File: src/rtl/ehc_pkg.sv
// package of the host command and status register group
// shared by the register block and its bench; no timescale here
package ehc_pkg;

  // ----------------------------------------------------------------
  // register byte offsets
  // ----------------------------------------------------------------
  localparam int ADDR_W = 8;
  localparam logic [ADDR_W-1:0] HOST_COMMAND_OFS = 8'h20;
  localparam logic [ADDR_W-1:0] HOST_STATUS_OFS = 8'h24;
  localparam logic [ADDR_W-1:0] HOST_INTR_EN_OFS = 8'h28;

  // ----------------------------------------------------------------
  // command register fields
  // ----------------------------------------------------------------
  localparam int RUN_STOP_BIT = 0;
  localparam int HOST_RESET_BIT = 1;
  localparam int FRAME_LIST_LENGTH_LSB = 2;
  localparam int FRAME_LIST_LENGTH_W = 2;
  localparam int LIGHT_RESET_BIT = 7;
  localparam logic [31:0] HOST_COMMAND_RESET = 32'h00080b00;
  localparam logic [31:0] HOST_COMMAND_FIELDS = 32'h0000008f;

  // frame list length codes
  localparam logic [1:0] FLL_1024 = 2'h0;
  localparam logic [1:0] FLL_512 = 2'h1;
  localparam logic [1:0] FLL_256 = 2'h2;

  // ----------------------------------------------------------------
  // status register fields
  // ----------------------------------------------------------------
  localparam int PORT_CHANGE_FLAG_BIT = 2;
  localparam int FRAME_LIST_WRAP_BIT = 3;
  localparam logic [31:0] HOST_STATUS_FLAGS = 32'h0000000c;
  localparam logic [31:0] HOST_STATUS_RESET = 32'h00000000;
  localparam logic [31:0] HOST_INTR_EN_RESET = 32'h00000000;

  // ----------------------------------------------------------------
  // frame index
  // ----------------------------------------------------------------
  localparam int FRAME_IDX_W = 13;
  localparam logic [FRAME_IDX_W-1:0] IDX_MAX_1024 = 13'h1fff;
  localparam logic [FRAME_IDX_W-1:0] IDX_MAX_512 = 13'h0fff;
  localparam logic [FRAME_IDX_W-1:0] IDX_MAX_256 = 13'h07ff;

  // ----------------------------------------------------------------
  // timing
  // ----------------------------------------------------------------
  localparam int CLK_PERIOD_PS = 5000;
  localparam int MICROFRAME_NS = 125000;
  localparam int UFRAME_CYCLES_DEF = (MICROFRAME_NS * 1000) / CLK_PERIOD_PS;
  localparam int HOST_RESET_NS = 50;
  localparam int HOST_RESET_CYCLES_DEF =
    (HOST_RESET_NS * 1000 + CLK_PERIOD_PS - 1) / CLK_PERIOD_PS;
  localparam int N_PORTS_DEF = 1;

  // ----------------------------------------------------------------
  // bus constants
  // ----------------------------------------------------------------
  localparam logic [2:0] HSIZE_WORD = 3'h2;

endpackage

File: src/rtl/ehc_cmd_status.sv
// host command, status and interrupt-enable register group
// assumes one AHB-Lite master on clk_i; port logic on the same clock
`timescale 1ns/1ps

module ehc_cmd_status
  import ehc_pkg::*;
#(
  parameter int N_PORTS = N_PORTS_DEF,
  parameter bit LIGHT_RESET_EN = 1'b1,
  parameter int UFRAME_CYCLES = UFRAME_CYCLES_DEF,
  parameter int RESET_CYCLES = HOST_RESET_CYCLES_DEF
) (
  input wire logic clk_i,
  input wire logic reset_n_i,
  input wire logic hsel_i,
  input wire logic [31:0] haddr_i,
  input wire logic [1:0] htrans_i,
  input wire logic hwrite_i,
  input wire logic [2:0] hsize_i,
  input wire logic [31:0] hwdata_i,
  input wire logic hready_i,
  output logic hreadyout_o,
  output logic hresp_o,
  output logic [31:0] hrdata_o,
  input wire logic [N_PORTS-1:0] port_change_i,
  input wire logic [N_PORTS-1:0] companion_handoff_i,
  input wire logic [N_PORTS-1:0] port_suspended_i,
  input wire logic [N_PORTS-1:0] forced_resume_i,
  output logic schedule_run_o,
  output logic core_reset_o,
  output logic port_reset_o,
  output logic [FRAME_IDX_W-1:0] frame_index_o,
  output logic [FRAME_LIST_LENGTH_W-1:0] frame_list_length_o
);

  // ----------------------------------------------------------------
  // sizes and checks
  // ----------------------------------------------------------------
  localparam int UF_W = 16;
  localparam int CNT_W = 8;
  localparam int A_RST_MAX = RESET_CYCLES + 1;
  localparam logic [UF_W-1:0] UF_LAST = UF_W'(UFRAME_CYCLES - 1);
  localparam logic [CNT_W-1:0] RST_LOAD = CNT_W'(RESET_CYCLES);

  generate
    if (N_PORTS < 1 || N_PORTS > 15) begin : g_bad_ports
      $error("port count out of range");
    end
    if (UFRAME_CYCLES < 2 || UFRAME_CYCLES > 65536) begin : g_bad_uframe
      $error("microframe cycle count out of range");
    end
    if (RESET_CYCLES < 1 || RESET_CYCLES > 255) begin : g_bad_reset
      $error("reset cycle count out of range");
    end
  endgenerate

  // ----------------------------------------------------------------
  // state
  // ----------------------------------------------------------------
  typedef struct packed {
    logic run;
    logic hrst;
    logic lrst;
    logic [FRAME_LIST_LENGTH_W-1:0] fll;
    logic [CNT_W-1:0] rst_cnt;
    logic [UF_W-1:0] uf_cnt;
    logic [FRAME_IDX_W-1:0] idx;
    logic wrap_flag;
    logic port_flag;
    logic [N_PORTS-1:0] chg_prev;
    logic [N_PORTS-1:0] fres_prev;
    logic dp_wr;
    logic dp_rd;
    logic [ADDR_W-1:0] dp_addr;
    logic [31:0] rdata;
  } ehc_state_t;

  ehc_state_t s_q;
  ehc_state_t s_d;

  function automatic logic [FRAME_IDX_W-1:0] idx_max(
    input logic [FRAME_LIST_LENGTH_W-1:0] len
  );
    case (len)
      FLL_512: idx_max = IDX_MAX_512;
      FLL_256: idx_max = IDX_MAX_256;
      default: idx_max = IDX_MAX_1024;
    endcase
  endfunction

  function automatic logic [31:0] cmd_word(input ehc_state_t s);
    logic [31:0] w;
    w = HOST_COMMAND_RESET & ~HOST_COMMAND_FIELDS;
    w[RUN_STOP_BIT] = s.run;
    w[HOST_RESET_BIT] = s.hrst;
    w[FRAME_LIST_LENGTH_LSB +: FRAME_LIST_LENGTH_W] = s.fll;
    w[LIGHT_RESET_BIT] = LIGHT_RESET_EN & s.lrst;
    cmd_word = w;
  endfunction

  // ----------------------------------------------------------------
  // bus decode
  // ----------------------------------------------------------------
  logic addr_ok;
  logic wr_cmd;
  logic wr_sts;
  logic resetting;
  logic uf_end;
  logic wrap_evt;
  logic [N_PORTS-1:0] port_evt;

  assign addr_ok = hsel_i & htrans_i[1] & hready_i & (hsize_i == HSIZE_WORD);
  assign wr_cmd = s_q.dp_wr & (s_q.dp_addr == HOST_COMMAND_OFS);
  assign wr_sts = s_q.dp_wr & (s_q.dp_addr == HOST_STATUS_OFS);
  assign resetting = s_q.rst_cnt != '0;
  assign uf_end = s_q.uf_cnt == UF_LAST;
  // rollover at the length-dependent maximum
  assign wrap_evt = ~resetting & s_q.run & uf_end &
                    (s_q.idx == idx_max(s_q.fll));

  // ----------------------------------------------------------------
  // port event detection
  // ----------------------------------------------------------------
  genvar gi;
  generate
    for (gi = 0; gi < N_PORTS; gi++) begin : g_port
      // ports owned by a companion never raise the flag
      assign port_evt[gi] = ~companion_handoff_i[gi] &
        ((port_change_i[gi] & ~s_q.chg_prev[gi]) |
         (port_suspended_i[gi] & forced_resume_i[gi] &
          ~s_q.fres_prev[gi]));
    end
  endgenerate

  // ----------------------------------------------------------------
  // next state
  // ----------------------------------------------------------------
  always_comb begin
    s_d = s_q;

    // command execution and reset sequencing
    if (resetting) begin
      s_d.rst_cnt = s_q.rst_cnt - CNT_W'(1);
      if (s_q.rst_cnt == CNT_W'(1)) begin
        s_d.hrst = 1'b0;
        s_d.lrst = 1'b0;
      end
    end else if (wr_cmd) begin
      s_d.run = hwdata_i[RUN_STOP_BIT];
      s_d.fll = hwdata_i[FRAME_LIST_LENGTH_LSB +: FRAME_LIST_LENGTH_W];
      if (hwdata_i[HOST_RESET_BIT]) begin
        // full reset returns the command fields to defaults
        s_d.hrst = 1'b1;
        s_d.run = 1'b0;
        s_d.fll = FLL_1024;
        s_d.rst_cnt = RST_LOAD;
      end else if (LIGHT_RESET_EN && hwdata_i[LIGHT_RESET_BIT]) begin
        // core only; port state left untouched
        s_d.lrst = 1'b1;
        s_d.run = 1'b0;
        s_d.rst_cnt = RST_LOAD;
      end
    end

    // schedule timebase, frozen while stopped outside a reset, cleared to zero during a reset
    if (resetting) begin
      s_d.uf_cnt = '0;
      s_d.idx = '0;
    end else if (s_q.run) begin
      if (uf_end) begin
        s_d.uf_cnt = '0;
        s_d.idx = (s_q.idx + FRAME_IDX_W'(1)) & idx_max(s_q.fll);
      end else begin
        s_d.uf_cnt = s_q.uf_cnt + UF_W'(1);
      end
    end

    // sticky flags, a new event beats a clear in the same cycle
    if (s_q.hrst) begin
      s_d.wrap_flag = 1'b0;
      s_d.port_flag = 1'b0;
    end else begin
      s_d.wrap_flag = wrap_evt | (s_q.wrap_flag &
        ~(wr_sts & hwdata_i[FRAME_LIST_WRAP_BIT]));
      s_d.port_flag = (|port_evt) | (s_q.port_flag &
        ~(wr_sts & hwdata_i[PORT_CHANGE_FLAG_BIT]));
    end
    s_d.chg_prev = port_change_i;
    s_d.fres_prev = forced_resume_i & port_suspended_i;

    // address phase capture
    s_d.dp_wr = addr_ok & hwrite_i;
    s_d.dp_rd = addr_ok & ~hwrite_i;
    s_d.dp_addr = haddr_i[ADDR_W-1:0];

    // read data from the updated state so a write just before is seen
    s_d.rdata = '0;
    if (addr_ok && !hwrite_i) begin
      case (haddr_i[ADDR_W-1:0])
        HOST_COMMAND_OFS: s_d.rdata = cmd_word(s_d);
        HOST_STATUS_OFS: begin
          // only the two flags; no transaction outcome here
          s_d.rdata = HOST_STATUS_RESET;
          s_d.rdata[FRAME_LIST_WRAP_BIT] = s_d.wrap_flag;
          s_d.rdata[PORT_CHANGE_FLAG_BIT] = s_d.port_flag;
        end
        HOST_INTR_EN_OFS: s_d.rdata = HOST_INTR_EN_RESET;
        default: s_d.rdata = '0;
      endcase
    end
  end

  always_ff @(posedge clk_i) begin
    if (!reset_n_i) begin
      s_q <= '0;
    end else begin
      s_q <= s_d;
    end
  end

  // ----------------------------------------------------------------
  // outputs
  // ----------------------------------------------------------------
  assign hreadyout_o = 1'b1;
  assign hresp_o = 1'b0;
  assign hrdata_o = s_q.rdata;
  assign schedule_run_o = s_q.run;
  assign core_reset_o = s_q.hrst | s_q.lrst;
  assign port_reset_o = s_q.hrst;
  assign frame_index_o = s_q.idx;
  assign frame_list_length_o = s_q.fll;
endmodule

File: config.mk
export PLATFORM = sky130hd
export DESIGN_NAME = ehc_cmd_status
export DESIGN_NICKNAME = d
export VERILOG_FILES = /design/src/rtl/ehc_pkg.sv /design/src/rtl/ehc_cmd_status.sv
export SDC_FILE = /design/constraint.sdc
export NUM_CORES = 1
export LEC_CHECK = 0
export BUFFER_PORTS_ARGS = -buffer_cell sky130_fd_sc_hd__buf_2
export CAP_MARGIN = 20
export CORE_MARGIN = 2
export CORE_UTILIZATION = 43
export DETAILED_ROUTE_END_ITERATION = 8
export PLACE_DENSITY = 0.85
export SYNTH_ARGS = -nofsm -noshare
export SYNTH_HDL_FRONTEND = slang
export SYNTH_SLANG_ARGS = --single-unit
export TNS_END_PERCENT = 20
File: constraint.sdc
create_clock -name clk_i -period 2.2 [get_ports clk_i]
set_input_delay 0.22 -clock clk_i [delete_from_list [all_inputs] [get_ports clk_i]]
set_output_delay 0.22 -clock clk_i [all_outputs]
set_load 0.02 [all_outputs]
==> metrics.cfg <==
[outcome]
status = complete, no violations

[routing]
met2WireLength_microns = 2800
routed-wl-met3_microns = 380
routed_wirelength_microns = 6000
drcViolationCount = 0
drtIter0Drc = 94
route.detailed.wl_per_inst_microns = 12.3
overall_via_count_from_detail_route = 2381
antenna_left = 0
dr.max_layer_used = met4
drt_pass1_iterations = 4
routed_length_on_met1_microns = 2670
route.detailed.vias_per_inst = 4.88

[finish]
layout.nets = 472
insertedDiodeCount = 0
final_cells = 488
area_delta_synth_final_pct = 16.0
drive_above_1_share_pct = 26.5

[timing]
layout_worst_path_cycle_share_pct = 97.7
finClkSkew_ns = 0.00785
tightestPinTransition_ns = 0.563
timing.final.hold_violations = 0
fmaxAchievable_mhz = 465
maxSlewHeadroom_pct = 62.1
final_report_max_slew_violation_count = 0
post-route-min-period_ns = 2.15
finalSetupViolations = 0
timing.final.ws_setup_ns = 0.0502

[clocking]
clkTransAtPathRegs_ns = 0.07
clock_tree.root_cell = sky130_fd_sc_hd__clkbuf_8
cts-htree-levels = 3
insertion_delay_ns = 0.34
cts-buffers-inserted = 9
clock_sink_count = 61
tritoncts = yes
cts_buffer_depth = 2

[yosys]
synth_sequential_area_ratio_pct = 39.8
ys_types = 46
synthesis.area_per_instance_sq_um = 8.97
synth-edff-count = 0
ys_dominant_reg_cell = sky130_fd_sc_hd__dfxtp_1
async_flop_share_pct = 0
ys_seq_elements = 61
synthesis.area_sq_um = 3070
synth-warning-count = 0
cells_after_synthesis = 342

[worst_setup_path]
cp.required_ns = 2.43
timing.rr.end = s_q[73]$_SDFFE_PP0P_
cp-end-kind = flop
timing.setup.critical_path_class = flop to flop
r2r_slack_ns = 0.05
regToRegStartpoint = s_q[74]$_SDFFE_PP0P_
crit_path_max_fanout = 8
cp-start-kind = flop
cpLargestDelayFamily = simple AND/OR/NAND/NOR gates
crit_path_frequent_cell = sky130_fd_sc_hd__or4_4
r2r.worst_path.cells = 5
worst_path_max_delay_cell = sky130_fd_sc_hd__or4_4
critPathMaxStageDelay_ns = 0.66
worstPathCellList = or4_4, or4_4, or2_4, nand3_2, nor2_1
worstPathArrival_ns = 2.38
path_buf_inv = 0

[grt]
grt_antenna_before_repair = 0
first_global_vias = 2259
track_usage_pct = 16.7
global_route.overflow_total = 0
grt_max_degree = 23
global_route_wire_length_before_repair_microns = 10100

[power]
power.density_nw_per_um2 = 838
power_leakage_uw = 0.00146
vdd.ir_drop.worst_v = 0.000477

[placement]
gp_routability_congestion = 0.838
io_buffer_count = 52
post-place-ws_ns = -0.0532
post-place-cells = 471
dpl_wire_length_microns = 4400

[min_path]
min_delay_path_depth = 2
worst_hold_end = s_q[43]$_SDFF_PN0_
hp-start = port_change_i
min_path_type = input pin to flop

[die]
row_count = 30
fp.dieW_microns = 88.5
design.die.area_sq_um = 7830
die_h_microns = 88.5
io_pins = 130
core_area_sq_um = 6870
initial_core_util_pct = 44.7

[flow_run]
timing.max_cap.violations = 0

cells in the final DEF, fill, tap and decap left out, types with 13 or more instances in the layout:
cell type                 netlist  layout
sky130_fd_sc_hd__and2_1        13      13
sky130_fd_sc_hd__buf_2          1      52
sky130_fd_sc_hd__buf_4         50      16
sky130_fd_sc_hd__conb_1         2      25
sky130_fd_sc_hd__dfxtp_1       61      56
sky130_fd_sc_hd__nand2_1       20      19
sky130_fd_sc_hd__nand4_1       13      13
sky130_fd_sc_hd__nor2_1        39      38
sky130_fd_sc_hd__xnor2_1       20      20
sky130_fd_sc_hd__xor2_1        13      13
synthesized netlist by cell type, types with 2 or more instances:
cell / instances / share of area, %
sky130_fd_sc_hd__nand3_1: 12 / 2.0
sky130_fd_sc_hd__nor3_1: 8 / 1.3
sky130_fd_sc_hd__and3_1: 5 / 1.0
sky130_fd_sc_hd__inv_1: 10 / 1.2
sky130_fd_sc_hd__dfxtp_1: 61 / 40
sky130_fd_sc_hd__nor4b_1: 3 / 0.86
sky130_fd_sc_hd__xor2_1: 13 / 3.7
sky130_fd_sc_hd__a21oi_1: 5 / 0.82
sky130_fd_sc_hd__nor2b_1: 4 / 0.82
sky130_fd_sc_hd__o211a_1: 3 / 0.98
sky130_fd_sc_hd__a21boi_0: 2 / 0.49
sky130_fd_sc_hd__nand4_1: 13 / 2.6
sky130_fd_sc_hd__nand2b_1: 2 / 0.41
sky130_fd_sc_hd__or4_4: 2 / 0.73
sky130_fd_sc_hd__nand4b_1: 2 / 0.57
sky130_fd_sc_hd__nor4_2: 6 / 2.4
sky130_fd_sc_hd__or4_1: 2 / 0.49
sky130_fd_sc_hd__conb_1: 2 / 0.24
sky130_fd_sc_hd__buf_4: 50 / 12
sky130_fd_sc_hd__nand2_1: 20 / 2.4
sky130_fd_sc_hd__xnor2_1: 20 / 5.7
sky130_fd_sc_hd__nor2_1: 39 / 4.8
sky130_fd_sc_hd__clkbuf_1: 5 / 0.61
sky130_fd_sc_hd__o21a_1: 5 / 1.2
sky130_fd_sc_hd__a31oi_1: 2 / 0.41
sky130_fd_sc_hd__o211ai_1: 3 / 0.73
sky130_fd_sc_hd__ha_1: 6 / 2.4
sky130_fd_sc_hd__and4_1: 3 / 0.86
sky130_fd_sc_hd__nor4_1: 4 / 0.82
sky130_fd_sc_hd__o31ai_1: 2 / 0.49
sky130_fd_sc_hd__and2_1: 13 / 2.6
worst reg2reg max path, cell delays in order (launching register included):
cell	delay, ns
sky130_fd_sc_hd__dfxtp_1	0.32
sky130_fd_sc_hd__or4_4	0.53
sky130_fd_sc_hd__or4_4	0.66
sky130_fd_sc_hd__or2_4	0.31
sky130_fd_sc_hd__nand3_2	0.15
sky130_fd_sc_hd__nor2_1	0.07
power breakdown:
group | switching [uW] | internal (uW) | total, uW
logic | 334 | 227 | 561
registers | 56.8 | 1170 | 1220
clock network | 423 | 777 | 1200
total | 813 | 2170 | 2990
per-stage QoR:
| stage | total power [uW] | area [sq um] | utilization (%) | setup TNS [ns] | hold WS [ns] |
|---|---|---|---|---|---|
| after floorplan | 1690 | 3180 | - | 0 | 0.342 |
| after global placement | 1750 | 3260 | 47.4 | -0.186 | 0.437 |
| after detailed placement | 1780 | 3260 | 47.4 | -0.591 | 0.440 |
| after CTS | 2990 | 3520 | 51.2 | 0 | 0.0742 |
| after global routing | 3130 | 3560 | 51.8 | -0.0197 | 0.0953 |
| final | 2990 | 3560 | 51.8 | 0 | 0.0894 |
registers in the layout (all words and copies together) (netlist names):
signal               count
frame_index_o           13
frame_list_length_o      2
hrdata_o                 6
port_reset_o             1
s_q                     38
schedule_run_o           1
how the worst max path moves through the flow:
stage / startpoint / end / depth (start not counted)
after floorplan: schedule_run_o$_SDFF_PN0_ / frame_index_o[11]$_SDFFE_PP0P_ / 6
after global placement: s_q[74]$_SDFFE_PP0P_ / s_q[63]$_SDFFE_PP0P_ / 6
after detailed placement: s_q[74]$_SDFFE_PP0P_ / s_q[65]$_SDFFE_PP0P_ / 6
after CTS: s_q[70]$_SDFFE_PP0P_ / s_q[64]$_SDFFE_PP0P_ / 6
after global routing: s_q[77]$_SDFFE_PN0P_ / hrdata_o[3]$_SDFF_PN0_ / 5
final: s_q[74]$_SDFFE_PP0P_ / s_q[73]$_SDFFE_PP0P_ / 5
logic make-up (layout without fill, tap and decap cells):
logic type	after synthesis	after routing	synth area share, %
AO/OA/AOI/OAI	27	27	6.24
XOR/XNOR	33	33	9.42
adder cells (fa/ha/maj)	6	6	2.45
buffers and inverters	67	93	14.6
flip-flops	61	61	39.8
other	2	25	0.245
AND/OR/NAND/NOR	146	147	27.3
layer usage:
layer / vias up / global-route usage (%)
met5: - / 0
met3: 14 / 4.94
met1: 1077 / 20.2
li1: 1196 / -
met4: 0 / 8.95
met2: 94 / 26.9
layout make-up:
type	count	area, sq um
repair buffers	68	380
clock inverters	4	97.6
well taps	96	120
fillers	641	3310
multi-input cells	238	1550
flip-flops and latches	61	1230
clock buffers	11	141
inverters	10	37.5
what timing repair did:
item                                    CTS  global route
endpoints found under the hold margin     0             0
pin swaps                                 5            10
endpoints found under the setup margin   16            22
hold buffers                              0             0
setup buffers                             1             2
cloned                                    0             1
gates resized for setup                   7             5
No activity file was read; power rests on OpenSTA's default activity.
